[config.mk]
export PLATFORM = sky130hd
export DESIGN_NAME = apc_device_flat
export DESIGN_NICKNAME = d
export VERILOG_FILES = /design/src/apc_pkg.sv /design/src/apc_tf_if.sv /design/src/apc_device.sv /design/src/flat_wrapper.sv
export VERILOG_INCLUDE_DIRS = /design/src
export SDC_FILE = /design/constraint.sdc
export NUM_CORES = 1
export LEC_CHECK = 0
export ABC_AREA = 1
export BUFFER_PORTS_ARGS = -buffer_cell sky130_fd_sc_hd__clkbuf_2
export CAP_MARGIN = 20
export CELL_PAD_IN_SITES_DETAIL_PLACEMENT = 0
export CELL_PAD_IN_SITES_GLOBAL_PLACEMENT = 1
export CORE_MARGIN = 3
export CORE_UTILIZATION = 34
export CTS_BUF_LIST = sky130_fd_sc_hd__clkbuf_4 sky130_fd_sc_hd__clkbuf_8
export DETAILED_ROUTE_END_ITERATION = 8
export PLACE_DENSITY = 0.85
export SLEW_MARGIN = 30
export SYNTH_ARGS = -nofsm -noshare
export SYNTH_HDL_FRONTEND = slang
export SYNTH_SLANG_ARGS = --single-unit
[constraint.sdc]
create_clock -name clk_sys_in -period 2.3 [get_ports clk_sys_in]
set_input_delay 0.115 -clock clk_sys_in [delete_from_list [all_inputs] [get_ports clk_sys_in]]
set_output_delay 0.115 -clock clk_sys_in [all_outputs]
set_load 0.01 [all_outputs]
[src/apc_defines.svh]
// Constants for the purge and write-protect command blocks.
`ifndef APC_DEFINES_SVH
`define APC_DEFINES_SVH
`define APC_CMD_PURGE 8'h82
`define APC_CMD_WPROT 8'hC2
`define APC_CMD_WRITE 8'h30
`define APC_CMD_SENSE 8'h03
`define APC_DH_MASK 8'hEF
`define APC_DH_PURGE 8'hA0
`define APC_DH_WPROT 8'hE0
`define APC_DH_OTHER 8'hA0
`define APC_DH_DRV_BIT 4
`define APC_SUB_ENABLE 8'h0C
`define APC_SUB_DISABLE 8'h0D
`define APC_SUB_PERM 8'h0F
`define APC_SUB_PW_ENABLE 8'h16
`define APC_SUB_PW_DISABLE 8'h17
`define APC_ERR_ABORT 8'h04
`define APC_SENSE_WP 8'h27
`define APC_NSEQ_RSVD 2'h3
`define APC_ID_WP_BIT 8
`define APC_BOOT_LOAD 2'h2
`define APC_BOOT_DONE 2'h3
`define APC_LFSR_SEED 8'hA5
`define APC_HR_FEAT 3'h0
`define APC_HR_SCNT 3'h1
`define APC_HR_SNUM 3'h2
`define APC_HR_CLO 3'h3
`define APC_HR_CHI 3'h4
`define APC_HR_DEV 3'h5
`define APC_HR_CMD 3'h6
`define APC_HR_STAT 3'h7
`define APC_STAT_BUSY 0
`define APC_STAT_ERR 1
`define APC_STAT_DONE 2
`endif

[src/apc_pkg.sv]
// Types shared by the purge and write-protect command blocks.
package apc_pkg;
   // Write-protect states of the drive.
   typedef enum logic [1:0] {APC_WP_NORMAL, APC_WP_PROT, APC_WP_PASS, APC_WP_PERM} apc_wp_type;
   // Flash operation of one purge sequence, in field encoding order.
   typedef enum logic [1:0] {APC_OP_ERASE, APC_OP_RANDOM, APC_OP_PARAM1, APC_OP_PARAM2} apc_op_type;
   // Purge engine states.
   typedef enum logic [1:0] {APC_ENG_IDLE, APC_ENG_ISSUE, APC_ENG_WAIT} apc_eng_type;
   // Persistent purge progress, kept in non-volatile storage outside.
   typedef struct packed {
      logic active;
      logic dead;
      logic [7:0] opcode;
      logic [7:0] param1;
      logic [7:0] param2;
      logic [7:0] count;
      logic [7:0] rep;
      logic [1:0] seq;
   } apc_ctx_type;
endpackage : apc_pkg

[src/apc_tf_if.sv]
// Task-file link between the host controller and the drive.
interface apc_tf_if;
   logic tf_valid;        // One-cycle command strobe from the host.
   logic [7:0] tf_cmd;    // Command register.
   logic [7:0] tf_feat;   // Features register.
   logic [7:0] tf_scnt;   // Sector count register.
   logic [7:0] tf_snum;   // Sector number register.
   logic [7:0] tf_clo;    // Cylinder low register.
   logic [7:0] tf_chi;    // Cylinder high register.
   logic [7:0] tf_dh;     // Drive/head register.
   logic tf_busy;         // Drive cannot take a command.
   logic tf_done;         // One-cycle completion pulse.
   logic tf_err;          // Error status, valid with tf_done.
   logic [7:0] tf_error;  // Error register, held until the drive takes the next command.
   modport host (output tf_valid, tf_cmd, tf_feat, tf_scnt, tf_snum, tf_clo, tf_chi, tf_dh,
                 input tf_busy, tf_done, tf_err, tf_error);
   modport device (input tf_valid, tf_cmd, tf_feat, tf_scnt, tf_snum, tf_clo, tf_chi, tf_dh,
                   output tf_busy, tf_done, tf_err, tf_error);
endinterface : apc_tf_if

[src/apc_device.sv]
// Drive end: purge engine, write-protect state machine and command responses.
// Functional notes
// - Purge is command 82h with drive/head 101D0000.
// - Opcode bits 7:6 give one to three sequences.
// - Two-bit type field per sequence selects operation.
// - Features count repeats only sequence one.
// - All-zero parameters give one erase-only pass.
// - Purge erases everything; drive then unusable.
// - Purge progress persists and resumes after power-up.
// - After purge, ready status but no commands run.
// - Host may ask 8Eh/55h/AAh alternating purge.
// - Protection setting sampled only at power-on.
// - Protected writes complete cleanly, store nothing.
// - Request sense after discarded write reports 27h.
// - Write-protect command has no data phase.
// - Sub-functions 12,13,15,22,23; others reserved.
// - Password bytes 0-3 in features,snum,clo,chi.
// - Normal and protected state transitions per table.
// - Password state: 13 errors, 23 checks password.
// - Permanent state ignores every sub-function.
// - Identify word 129 bit 8 shows protection.
`include "apc_defines.svh"
module apc_device
   import apc_pkg::*;
(
   input wire logic clk_sys_in,
   input wire logic rst_n_in,
   input wire logic ce_in,
   apc_tf_if.device tf,
   input wire logic wp_jumper_in,
   input wire apc_wp_type nv_wp_state_in,
   input wire logic [31:0] nv_password_in,
   input wire apc_ctx_type nv_ctx_in,
   output apc_wp_type nv_wp_state_out,
   output logic [31:0] nv_password_out,
   output apc_ctx_type nv_ctx_out,
   output logic flash_op_valid_out,
   output apc_op_type flash_op_type_out,
   output logic [7:0] flash_op_pattern_out,
   input wire logic flash_op_done_in,
   output logic write_store_out,
   output logic [15:0] id_word129_out
);

   // Picks the two-bit operation field of a sequence out of the opcode.
   function automatic apc_op_type seq_type(input logic [7:0] opcode, input logic [1:0] seq);
      logic [1:0] field;
      field = 2'h0;
      case (seq)
         2'h0: field = opcode[1:0];
         2'h1: field = opcode[3:2];
         default: field = opcode[5:4];
      endcase
      return apc_op_type'(field);
   endfunction : seq_type

   logic jumper_meta;        // First synchroniser stage of the jumper pin.
   logic jumper_sync;        // Second stage, the only one logic reads.
   logic [1:0] boot_cnt;     // Counts edges after reset until the pin is settled.
   logic booted;             // Power-on sampling is over.
   apc_wp_type wp_state;     // Current protection state.
   logic [31:0] password;    // Password stored by the password enable.
   apc_ctx_type ctx;         // Live purge progress, mirrored to storage.
   apc_eng_type eng;         // Purge engine state.
   logic [7:0] lfsr;         // Random overwrite pattern source.
   logic fin;                // Purge completion pulse.
   logic resp_done;          // Completion pulse of ordinary commands.
   logic resp_err;           // Error status of the last completion.
   logic [7:0] resp_error;   // Error register contents.
   logic last_discard;       // Previous command was a discarded write.
   logic take;               // A command is accepted this cycle.
   logic is_purge;           // Command decodes as a purge.
   logic is_wprot;           // Command decodes as write-protect.
   logic purge_rsvd;         // Purge with the reserved sequence count.
   logic start_purge;        // Accepted, well-formed purge.
   apc_wp_type next_wp_state;
   logic wp_err;             // Sub-function answered with error.
   logic wp_rsvd;            // Sub-function code is reserved.
   logic [31:0] cmd_password;

   // The pin is asynchronous to the system clock, so it passes two flops first.
   always_ff @(posedge clk_sys_in) begin
      if (!rst_n_in) begin
         jumper_meta <= 1'b0;
         jumper_sync <= 1'b0;
      end else if (ce_in) begin
         jumper_meta <= wp_jumper_in;
         jumper_sync <= jumper_meta;
      end
   end

   // Boot counter; commands are held off until the setting has been sampled.
   always_ff @(posedge clk_sys_in) begin
      if (!rst_n_in) begin
         boot_cnt <= 2'h0;
      end else if (ce_in && !booted) begin
         boot_cnt <= boot_cnt + 2'h1;
      end
   end

   assign booted = (boot_cnt == `APC_BOOT_DONE);

   // Decode of the task file. Once the drive is purged nothing is accepted.
   always_comb begin
      is_purge = (tf.tf_cmd == `APC_CMD_PURGE) && ((tf.tf_dh & `APC_DH_MASK) == `APC_DH_PURGE);
      is_wprot = (tf.tf_cmd == `APC_CMD_WPROT) && ((tf.tf_dh & `APC_DH_MASK) == `APC_DH_WPROT);
      purge_rsvd = (tf.tf_scnt[7:6] == `APC_NSEQ_RSVD);
      take = ce_in && tf.tf_valid && booted && !ctx.active && !ctx.dead;
      start_purge = take && is_purge && !purge_rsvd;
   end

   // Sub-function decode against the current protection state.
   always_comb begin
      next_wp_state = wp_state;
      wp_err = 1'b0;
      wp_rsvd = 1'b0;
      cmd_password = {tf.tf_chi, tf.tf_clo, tf.tf_snum, tf.tf_feat};
      case (tf.tf_scnt)
         `APC_SUB_ENABLE: begin
            if (wp_state == APC_WP_NORMAL) begin
               next_wp_state = APC_WP_PROT;
            end
         end
         `APC_SUB_DISABLE: begin
            if (wp_state == APC_WP_PROT) begin
               next_wp_state = APC_WP_NORMAL;
            end else if (wp_state == APC_WP_PASS) begin
               wp_err = 1'b1;
            end
         end
         `APC_SUB_PERM: begin
            if (wp_state == APC_WP_NORMAL) begin
               next_wp_state = APC_WP_PERM;
            end
         end
         `APC_SUB_PW_ENABLE: begin
            if (wp_state == APC_WP_NORMAL) begin
               next_wp_state = APC_WP_PASS;
            end
         end
         `APC_SUB_PW_DISABLE: begin
            if (wp_state == APC_WP_PROT) begin
               next_wp_state = APC_WP_NORMAL;
            end else if (wp_state == APC_WP_PASS) begin
               if (cmd_password == password) begin
                  next_wp_state = APC_WP_NORMAL;
               end else begin
                  wp_err = 1'b1;
               end
            end
         end
         default: begin
            wp_rsvd = 1'b1;
         end
      endcase
   end

   // Protection state. It is loaded once at power-on; afterwards only commands move it.
   always_ff @(posedge clk_sys_in) begin
      if (!rst_n_in) begin
         wp_state <= APC_WP_NORMAL;
         password <= 32'h0;
      end else if (ce_in) begin
         if (boot_cnt == `APC_BOOT_LOAD) begin
            // A closed jumper protects a drive that software left unprotected.
            wp_state <= (jumper_sync && nv_wp_state_in == APC_WP_NORMAL) ? APC_WP_PROT : nv_wp_state_in;
            password <= nv_password_in;
         end else if (take && is_wprot && !wp_rsvd && !wp_err) begin
            wp_state <= next_wp_state;
            if (wp_state == APC_WP_NORMAL && tf.tf_scnt == `APC_SUB_PW_ENABLE) begin
               password <= cmd_password;
            end
         end
      end
   end

   // Command answers, write discard and the sense code.
   always_ff @(posedge clk_sys_in) begin
      if (!rst_n_in) begin
         resp_done <= 1'b0;
         resp_err <= 1'b0;
         resp_error <= 8'h00;
         last_discard <= 1'b0;
         write_store_out <= 1'b0;
      end else if (ce_in) begin
         resp_done <= take && !start_purge;
         write_store_out <= 1'b0;
         if (take) begin
            last_discard <= 1'b0;
            resp_err <= 1'b0;
            resp_error <= 8'h00;
            if (is_purge) begin
               // A reserved count is answered here with abort; a good purge answers at its end.
               resp_err <= purge_rsvd;
               resp_error <= purge_rsvd ? `APC_ERR_ABORT : 8'h00;
            end else if (is_wprot) begin
               // No sector transfer: the answer follows the command directly.
               resp_err <= wp_err || wp_rsvd;
               resp_error <= (wp_err || wp_rsvd) ? `APC_ERR_ABORT : 8'h00;
            end else if (tf.tf_cmd == `APC_CMD_WRITE) begin
               // A protected write still completes without error.
               write_store_out <= (wp_state == APC_WP_NORMAL);
               last_discard <= (wp_state != APC_WP_NORMAL);
            end else if (tf.tf_cmd == `APC_CMD_SENSE) begin
               resp_error <= last_discard ? `APC_SENSE_WP : 8'h00;
            end else begin
               resp_err <= 1'b1;
               resp_error <= `APC_ERR_ABORT;
            end
         end
      end
   end

   // Purge engine. Progress lives in ctx, which storage outside keeps across power loss.
   always_ff @(posedge clk_sys_in) begin
      if (!rst_n_in) begin
         ctx <= '0;
         eng <= APC_ENG_IDLE;
         fin <= 1'b0;
         lfsr <= `APC_LFSR_SEED;
         flash_op_type_out <= APC_OP_ERASE;
         flash_op_pattern_out <= 8'h00;
      end else if (ce_in) begin
         fin <= 1'b0;
         if (boot_cnt == `APC_BOOT_LOAD) begin
            ctx <= nv_ctx_in;
         end else if (start_purge) begin
            // All-zero fields fall out as one erase-only sequence run once.
            ctx <= '{active: 1'b1, dead: 1'b0, opcode: tf.tf_scnt, param1: tf.tf_snum,
                     param2: tf.tf_clo, count: tf.tf_feat, rep: 8'h00, seq: 2'h0};
         end else begin
            case (eng)
               APC_ENG_IDLE: begin
                  if (booted && ctx.active) begin
                     eng <= APC_ENG_ISSUE;
                  end
               end
               APC_ENG_ISSUE: begin
                  flash_op_type_out <= seq_type(ctx.opcode, ctx.seq);
                  case (seq_type(ctx.opcode, ctx.seq))
                     APC_OP_RANDOM: flash_op_pattern_out <= lfsr;
                     APC_OP_PARAM1: flash_op_pattern_out <= ctx.param1;
                     APC_OP_PARAM2: flash_op_pattern_out <= ctx.param2;
                     default: flash_op_pattern_out <= 8'h00;
                  endcase
                  lfsr <= {lfsr[6:0], lfsr[7] ^ lfsr[5] ^ lfsr[4] ^ lfsr[3]};
                  eng <= APC_ENG_WAIT;
               end
               APC_ENG_WAIT: begin
                  if (flash_op_done_in) begin
                     eng <= APC_ENG_ISSUE;
                     if (ctx.seq == 2'h0 && ctx.rep != ctx.count) begin
                        ctx.rep <= ctx.rep + 8'h01;
                     end else if (ctx.seq != ctx.opcode[7:6]) begin
                        ctx.seq <= ctx.seq + 2'h1;
                     end else begin
                        // Firmware and tables are gone: the drive stays dead for good.
                        ctx.active <= 1'b0;
                        ctx.dead <= 1'b1;
                        fin <= 1'b1;
                        eng <= APC_ENG_IDLE;
                     end
                  end
               end
               default: eng <= APC_ENG_IDLE;
            endcase
         end
      end
   end

   // Identify word mirrors protection; any state but normal counts as protected.
   always_ff @(posedge clk_sys_in) begin
      if (!rst_n_in) begin
         id_word129_out <= 16'h0000;
      end else if (ce_in) begin
         id_word129_out <= 16'h0000;
         id_word129_out[`APC_ID_WP_BIT] <= (wp_state != APC_WP_NORMAL);
      end
   end

   // A single flash operation covers every area, bad and reserve blocks included.
   assign flash_op_valid_out = (eng == APC_ENG_WAIT);
   assign tf.tf_busy = !booted || ctx.active;
   assign tf.tf_done = resp_done || fin;
   assign tf.tf_err = resp_err && !fin;
   assign tf.tf_error = fin ? 8'h00 : resp_error;
   assign nv_wp_state_out = wp_state;
   assign nv_password_out = password;
   assign nv_ctx_out = ctx;

endmodule : apc_device

[src/flat_wrapper.sv]
// flat-port wrapper written by rule: the top's interface ports become plain ports
module apc_device_flat import apc_pkg::*;
  (clk_sys_in, rst_n_in, ce_in, wp_jumper_in, nv_wp_state_in, nv_password_in, nv_ctx_in, nv_wp_state_out, nv_password_out, nv_ctx_out, flash_op_valid_out, flash_op_type_out, flash_op_pattern_out, flash_op_done_in, write_store_out, id_word129_out, tf_tf_valid, tf_tf_cmd, tf_tf_feat, tf_tf_scnt, tf_tf_snum, tf_tf_clo, tf_tf_chi, tf_tf_dh, tf_tf_busy, tf_tf_done, tf_tf_err, tf_tf_error);
  apc_tf_if tf_i ();
  input wire logic clk_sys_in;
  input wire logic rst_n_in;
  input wire logic ce_in;
  input wire logic wp_jumper_in;
  input wire apc_wp_type nv_wp_state_in;
  input wire logic [31:0] nv_password_in;
  input wire apc_ctx_type nv_ctx_in;
  output apc_wp_type nv_wp_state_out;
  output logic [31:0] nv_password_out;
  output apc_ctx_type nv_ctx_out;
  output logic flash_op_valid_out;
  output apc_op_type flash_op_type_out;
  output logic [7:0] flash_op_pattern_out;
  input wire logic flash_op_done_in;
  output logic write_store_out;
  output logic [15:0] id_word129_out;
  input wire logic [$bits(tf_i.tf_valid)-1:0] tf_tf_valid;
  input wire logic [$bits(tf_i.tf_cmd)-1:0] tf_tf_cmd;
  input wire logic [$bits(tf_i.tf_feat)-1:0] tf_tf_feat;
  input wire logic [$bits(tf_i.tf_scnt)-1:0] tf_tf_scnt;
  input wire logic [$bits(tf_i.tf_snum)-1:0] tf_tf_snum;
  input wire logic [$bits(tf_i.tf_clo)-1:0] tf_tf_clo;
  input wire logic [$bits(tf_i.tf_chi)-1:0] tf_tf_chi;
  input wire logic [$bits(tf_i.tf_dh)-1:0] tf_tf_dh;
  output wire logic [$bits(tf_i.tf_busy)-1:0] tf_tf_busy;
  output wire logic [$bits(tf_i.tf_done)-1:0] tf_tf_done;
  output wire logic [$bits(tf_i.tf_err)-1:0] tf_tf_err;
  output wire logic [$bits(tf_i.tf_error)-1:0] tf_tf_error;
  assign tf_i.tf_valid = tf_tf_valid;
  assign tf_i.tf_cmd = tf_tf_cmd;
  assign tf_i.tf_feat = tf_tf_feat;
  assign tf_i.tf_scnt = tf_tf_scnt;
  assign tf_i.tf_snum = tf_tf_snum;
  assign tf_i.tf_clo = tf_tf_clo;
  assign tf_i.tf_chi = tf_tf_chi;
  assign tf_i.tf_dh = tf_tf_dh;
  assign tf_tf_busy = tf_i.tf_busy;
  assign tf_tf_done = tf_i.tf_done;
  assign tf_tf_err = tf_i.tf_err;
  assign tf_tf_error = tf_i.tf_error;
  apc_device u_core (.clk_sys_in(clk_sys_in), .rst_n_in(rst_n_in), .ce_in(ce_in), .tf(tf_i), .wp_jumper_in(wp_jumper_in), .nv_wp_state_in(nv_wp_state_in), .nv_password_in(nv_password_in), .nv_ctx_in(nv_ctx_in), .nv_wp_state_out(nv_wp_state_out), .nv_password_out(nv_password_out), .nv_ctx_out(nv_ctx_out), .flash_op_valid_out(flash_op_valid_out), .flash_op_type_out(flash_op_type_out), .flash_op_pattern_out(flash_op_pattern_out), .flash_op_done_in(flash_op_done_in), .write_store_out(write_store_out), .id_word129_out(id_word129_out));
endmodule
=== Yosys cells after proc, flatten, opt, wreduce, memory -nomap -nowiden ===
Cells that the tools add are included.

* Bits in registers: 116
* Input port bits: 140
* Logic and storage cells: 189

* $add $sub $neg: 3
* Eq/ne operators: 35
* Mux-type cells: 71
* Bitwise operators: 5
* Reductions and logical operators: 51

{| class="wikitable"
|+ Operators by type and width
! cell !! count
|-
| 2-to-1 mux 32 bit || 4
|-
| 2-to-1 mux 2 bit || 25
|-
| 2-to-1 mux 8 bit || 6
|-
| 2-to-1 mux 44 bit || 1
|-
| == test 32 bit || 1
|-
| 2-to-1 mux 10 bit || 3
|-
| == test 8 x 4 -> 1 bit (second input constant) || 3
|-
| 2-to-1 mux 1 bit || 24
|-
| case mux 8 bit (3 select lines) || 1
|-
| logical AND 1 bit || 18
|-
| == test 8 x 5 -> 1 bit (second input constant) || 2
|-
| == test 8 bit (second input constant) || 2
|-
| != test 3 x 1 -> 1 bit (second input constant) || 5
|-
| AND reduction 5 bit || 3
|-
| == test 2 bit (second input constant) || 7
|-
| == test 7 bit (second input constant) || 2
|-
| nonzero test 3 bit || 4
|-
| case mux 2 bit (5 select lines) || 1
|-
| AND reduction 9 bit || 1
|-
| adder 8 x 1 -> 8 bit (second input constant) || 1
|-
| == test 2 x 1 -> 1 bit (second input constant) || 4
|-
| == test 8 x 2 -> 1 bit (second input constant) || 1
|-
| == test 8 x 6 -> 1 bit (second input constant) || 1
|-
| logical NOT 2 bit || 4
|-
| 21 further kinds || 41
|}

=== Depth between registers and ports, before layout ===
* Depth in word-level cells: 12
* Depth in mapped cells: 17
* Gate-level depth less buffers: 17

=== Worst setup path before layout ===
No wires, ideal clock.

* Kind: register to register
* From: register u_core.boot_cnt[0]
* To: register u_core.flash_op_pattern_out[1]
* Setup time: 0.072 ns
* Arrival: 1.875 ns
* Setup slack: 0.352 ns
* Cell stages (with the launch flop): 14
* Buffers on the path: 2
* Path through: dfxtp_1 > ha_1 > nand2_1 > nor2_1 > and3_1 > buf_4 > nand4_2 > nand2_2 > inv_1 > nand4_4 > inv_1 > buf_4 > nand2_1 > a21oi_1

* Longest elaborated chain between the ends: 8
* Elaborated cells on any way between the ends: 10
* Classes of those cells: eq/ne (2); bitwise (2); reduce/logical (6)

{| class="wikitable"
|+ RTL lines
! what !! RTL line !! text
|-
| start: declaration || apc_device.sv:59 || <nowiki>logic [1:0] boot_cnt;</nowiki>
|-
| start signal: assignment || apc_device.sv:97 || <nowiki>boot_cnt <= boot_cnt + 2'h1;</nowiki>
|-
| == test 2 bit (no source line) || - ||
|-
| logical AND 1 bit (3 in a row) || apc_device.sv:108 || <nowiki>take = ce_in && tf.tf_valid && booted && !ctx.active && !ctx.dead;</nowiki>
|-
| logical AND 1 bit (2 in a row) || apc_device.sv:109 || <nowiki>start_purge = take && is_purge && !purge_rsvd;</nowiki>
|-
| inverter 1 bit (no source line) || - ||
|-
| AND reduction 4 bit (no source line) * || - ||
|-
| end signal: assignment || apc_device.sv:241 || <nowiki>APC_OP_RANDOM: flash_op_pattern_out <= lfsr;</nowiki>
|-
| end signal: assignment || apc_device.sv:242 || <nowiki>APC_OP_PARAM1: flash_op_pattern_out <= ctx.param1;</nowiki>
|-
| end signal: assignment || apc_device.sv:243 || <nowiki>APC_OP_PARAM2: flash_op_pattern_out <= ctx.param2;</nowiki>
|-
| end: declaration || apc_device.sv:39 || <nowiki>output logic [7:0] flash_op_pattern_out,</nowiki>
|}

Mark *: on every way between the ends. The rest lies on a longest branch, timed or not.
A chain may end at the register's enable or synchronous reset.

=== Final worst setup path ===
* From: register u_core.boot_cnt[0]
* To: register u_core.ctx (netlist bit u_core.nv_ctx_out[43])

* Longest elaborated chain between the ends: 8
* Elaborated cells on any way between the ends: 14
* Classes of those cells: eq/ne (4); mux (2); reduce/logical (8)

{| class="wikitable"
|+ RTL lines
! what !! RTL line !! text
|-
| == test 2 bit (no source line) || - ||
|-
| logical AND 1 bit (3 in a row) || apc_device.sv:108 ||
|-
| logical AND 1 bit (2 in a row) || apc_device.sv:109 ||
|-
| != test 3 x 1 -> 1 bit (no source line) (tied with other cells) || - ||
|-
| AND reduction 5 bit (no source line) / 2-to-1 mux 44 bit (equally long branches) || - ||
|-
| end signal: assignment || apc_device.sv:226 || <nowiki>ctx <= nv_ctx_in;</nowiki>
|-
| end signal: assignment || apc_device.sv:229 || <nowiki>ctx <= '{active: 1'b1, dead: 1'b0, opcode: tf.tf_scnt, param1: tf.tf_snum,</nowiki>
|-
| end: declaration || apc_device.sv:63 || <nowiki>apc_ctx_type ctx;</nowiki>
|}

Parallel ways exist; a longest one is shown, timed or not.

==> flow_metrics.env <==
export IMPL_fmax_mhz=475
export IMPL_ios=257
export IMPL_area_delta_synth_final_pct=28.0
export IMPL_final_setup_violation_count=0
export IMPL_groute_usage_overall_pct=20.7
export IMPL_hold_path_class="in2reg"
export IMPL_fin_worst_skew_ns=0.0146
export IMPL_async_reset_ff_share_pct=0
export IMPL_clk_transition_reported_paths_ns=0.11
export IMPL_cts_sink_count=110
export IMPL_place_hpwl_um=16800
export IMPL_final_net_count=1397
export IMPL_fillers=2001
export IMPL_min_period_over_period_pct=91.5
export IMPL_die_width_um=145
export IMPL_worstSetupStartpoint="u_core.boot_cnt[0]"
export IMPL_endpoint_kind="register"
export IMPL_initial_antenna_violation_count=1
export IMPL_post_synthesis_instance_area_um2=6530
export IMPL_power_leakage_uw=0.00424
export IMPL_design_die_area_um2=20900
export IMPL_hold_viol=0
export IMPL_cp_arrival_ns=2.43
export IMPL_critical_path_peak_fanout=47
export IMPL_drt_first_iter_violations=379
export IMPL_cts_root_to_sink_buffers=2
export IMPL_drc=0
export IMPL_final_layout_size_suffix_gt1_share_pct=23.6
export IMPL_cts_tree="yes"
export IMPL_worstSetupPathType="reg2reg"
export IMPL_synthesis_instances=1005
export IMPL_cts_htree_levels=3
export IMPL_worstRegToRegCells=10
export IMPL_drt_pre_antenna_iters=5
export IMPL_first_global_vias=6266
export IMPL_setup_worst_path_start_class="register"
export IMPL_clock_network_latency_to_the_later_pin_of_the_worst_skew_pair_ns=0.40
export IMPL_worstPathRequired_ns=2.63
export IMPL_finalWeightedCongestion=0.886
export IMPL_drv_slew=0
export IMPL_rr_startpoint="u_core.boot_cnt[0]"
export IMPL_syn_area_per_cell_um2=6.50
export IMPL_antenna_diode_count=0
export IMPL_total_power_uw=4170
export IMPL_floorplan_die_height_um=145
export IMPL_worstMarginPinSlew_ns=0.610
export IMPL_grt_max_degree=83
export IMPL_slew_headroom_pct=59.1
export IMPL_row_count=50
export IMPL_synth_edff_count=0
export IMPL_timing_critical_path_to="u_core.nv_ctx_out[43]"
export IMPL_synth_seq_cells=110
export IMPL_layout_min_cycle_time_ns=2.11
export IMPL_vdd_drop_max_mv=0.239
export IMPL_cts_buffers_inserted=9
export IMPL_pwr_density_cell_nw_per_um2=499
export IMPL_r2r_end="u_core.nv_ctx_out[43]"
export IMPL_via_count=7132
export IMPL_totalWireLength_um=22500
export IMPL_synth_distinct_cells=45
export IMPL_grt_first_pass_wirelength_um=34000
export IMPL_yosysWarningCount=0
export IMPL_wl_per_cell_um=15.1
export IMPL_post_drt_via_cell_ratio=4.79
export IMPL_run_status="finished, final reports clean"
export IMPL_yosysSeqAreaShare_pct=33.7
export IMPL_initial_utilization_pct=34.8
export IMPL_antenna_violating_nets_post_route=0
export IMPL_rsz_0062_raised_after_global_routing="no"
export IMPL_drv_cap=0
export IMPL_core_area_um2=18800
export IMPL_setup_reg_to_reg_worst_slack_ns=0.19
export IMPL_clock_root_buffer="sky130_fd_sc_hd__clkbuf_8"
export IMPL_synth_top_flop_cell="sky130_fd_sc_hd__dfxtp_1"
export IMPL_tns_setup_ns=0
export IMPL_io_buffers=236
export IMPL_gr_ovfl_total=0
==> registers in the layout, indices dropped and copies added, names as in the netlist <==
register / count
u_core.nv_ctx_out: 44
u_core.nv_password_out: 32
u_core.flash_op_pattern_out: 8
u_core.lfsr: 8
u_core.boot_cnt: 2
u_core.eng: 2
u_core.flash_op_type_out: 2
u_core.nv_wp_state_out: 2
u_core.resp_error: 2
u_core.fin: 1
u_core.id_word129_out: 1
u_core.jumper_meta: 1
u_core.jumper_sync: 1
u_core.last_discard: 1
u_core.resp_done: 1
u_core.resp_err: 1
u_core.write_store_out: 1
==> through the flow <==
step,instances,setup WS [ns],area (um2),hold slack [ns],utilization (%)
2_1_floorplan,1023,0.352,6600,0.250,-
3_3_place_gp,1445,0.183,7900,0.350,42.1
3_5_place_dp,1445,0.125,7900,0.356,42.1
4_1_cts,1487,0.100,8350,0.00234,44.5
5_1_grt,1488,0.00320,8360,0.0283,44.5
6_report,1488,0.194,8360,0.0206,44.5
==> where the power goes <==
part / internal [uW] / switching [uW] / total, uW
sequential: 1970 / 73.7 / 2050
clock: 449 / 733 / 1180
combinational: 374 / 567 / 941
==> worst min path at each step <==
stage / slack [ns] / cells past startpoint / start / to
2_1_floorplan: 0.25 / 2 / wp_jumper_in / u_core.jumper_meta
3_3_place_gp: 0.35 / 3 / wp_jumper_in / u_core.jumper_meta
3_5_place_dp: 0.36 / 3 / wp_jumper_in / u_core.jumper_meta
4_1_cts: 0.002 / 3 / nv_ctx_in[25] / u_core.nv_ctx_out[25]
5_1_grt: 0.03 / 3 / nv_ctx_in[20] / u_core.nv_ctx_out[20]
6_report: 0.02 / 3 / tf_tf_snum[3] / u_core.nv_ctx_out[29]
==> Yosys cell counts (3+ instances only) <==
library cell	n	area share, %
sky130_fd_sc_hd__nand2_1	256	15
sky130_fd_sc_hd__inv_1	129	7.4
sky130_fd_sc_hd__dfxtp_1	110	34
sky130_fd_sc_hd__nor2_1	104	6.0
sky130_fd_sc_hd__a21oi_1	101	7.7
sky130_fd_sc_hd__o21ai_0	59	4.5
sky130_fd_sc_hd__nand4_1	34	3.3
sky130_fd_sc_hd__xnor2_1	29	3.9
sky130_fd_sc_hd__clkbuf_1	25	1.4
sky130_fd_sc_hd__buf_4	24	2.8
sky130_fd_sc_hd__nand3_1	23	1.8
sky130_fd_sc_hd__buf_2	12	0.92
sky130_fd_sc_hd__o21ai_1	10	0.77
sky130_fd_sc_hd__a31oi_1	8	0.77
sky130_fd_sc_hd__ha_1	8	1.5
sky130_fd_sc_hd__o211ai_1	7	0.80
sky130_fd_sc_hd__xor2_1	7	0.94
sky130_fd_sc_hd__a211oi_1	5	0.57
sky130_fd_sc_hd__or2_2	5	0.48
sky130_fd_sc_hd__buf_6	4	0.69
sky130_fd_sc_hd__nor4_1	4	0.38
sky130_fd_sc_hd__a21boi_0	3	0.34
sky130_fd_sc_hd__a22o_1	3	0.40
sky130_fd_sc_hd__buf_1	3	0.17
sky130_fd_sc_hd__inv_2	3	0.17
sky130_fd_sc_hd__nand2_2	3	0.29
sky130_fd_sc_hd__nand3b_1	3	0.34
==> layer usage <==
metal  track usage, %  vias up  part of all wire, %
met2             33.7      243                   46
li1                 -     3679                    -
met1             28.0     3186                   45
met4             5.11        2                  1.2
met5                0        -                0.076
met3             4.60       22                  7.6
==> repair_timing <==
action | in CTS | in global routing
hold buffers | 26 | 0
buffers inserted | 0 | 1
hold endpoints to repair | 25 | 0
resized for setup | 0 | 2
endpoints found under the setup margin | 0 | 64
==> cells in the final DEF (no fill, tap or decap), types with 4 or more instances in the layout <==
cell type	n
sky130_fd_sc_hd__a211oi_1	5
sky130_fd_sc_hd__a21oi_1	101
sky130_fd_sc_hd__a31oi_1	8
sky130_fd_sc_hd__buf_12	5
sky130_fd_sc_hd__buf_4	16
sky130_fd_sc_hd__clkbuf_2	235
sky130_fd_sc_hd__clkbuf_8	10
sky130_fd_sc_hd__conb_1	19
sky130_fd_sc_hd__dfxtp_1	110
sky130_fd_sc_hd__dlygate4sd3_1	26
sky130_fd_sc_hd__ha_1	7
sky130_fd_sc_hd__inv_1	129
sky130_fd_sc_hd__nand2_1	256
sky130_fd_sc_hd__nand3_1	23
sky130_fd_sc_hd__nand4_1	34
sky130_fd_sc_hd__nor2_1	104
sky130_fd_sc_hd__nor4_1	4
sky130_fd_sc_hd__o211ai_1	7
sky130_fd_sc_hd__o21ai_0	59
sky130_fd_sc_hd__o21ai_1	10
sky130_fd_sc_hd__or2_2	5
sky130_fd_sc_hd__xnor2_1	29
sky130_fd_sc_hd__xor2_1	7
==> area by class of cell <==
type                       instances  area, um2  area share [%]
tap                              234        293            3.50
inverter                         134        503            6.02
multi-input combinational        711       3510            42.0
timing repair buffer             283       1660            19.9
sequential                       110       2200            26.3
clock inverter                     5       41.3           0.494
clock buffer                      11        145            1.74
==> kinds of logic after synthesis <==
| family | share of synthesized area [%] |
|---|---|
| other | 0.0574 |
| DFF | 33.7 |
| buffers and inverters | 13.7 |
| AOI/OAI and AO/OA | 16.8 |
| and+or+nand+nor | 29.4 |
| adders and majority gates | 1.53 |
| xor gates and xnor gates | 4.83 |
==> worst max-delay path, stage by stage, from the launching register on <==
cell                       delay, ns
sky130_fd_sc_hd__dfxtp_1        0.34
sky130_fd_sc_hd__inv_1          0.08
sky130_fd_sc_hd__ha_2           0.21
sky130_fd_sc_hd__clkinv_1       0.37
sky130_fd_sc_hd__nand2_4        0.29
sky130_fd_sc_hd__nand2_2        0.12
sky130_fd_sc_hd__inv_2          0.11
sky130_fd_sc_hd__buf_12         0.21
sky130_fd_sc_hd__o21ai_0        0.11
sky130_fd_sc_hd__o21a_1         0.12
sky130_fd_sc_hd__nor2_1         0.07
Power figures use the tool's default switching activity.
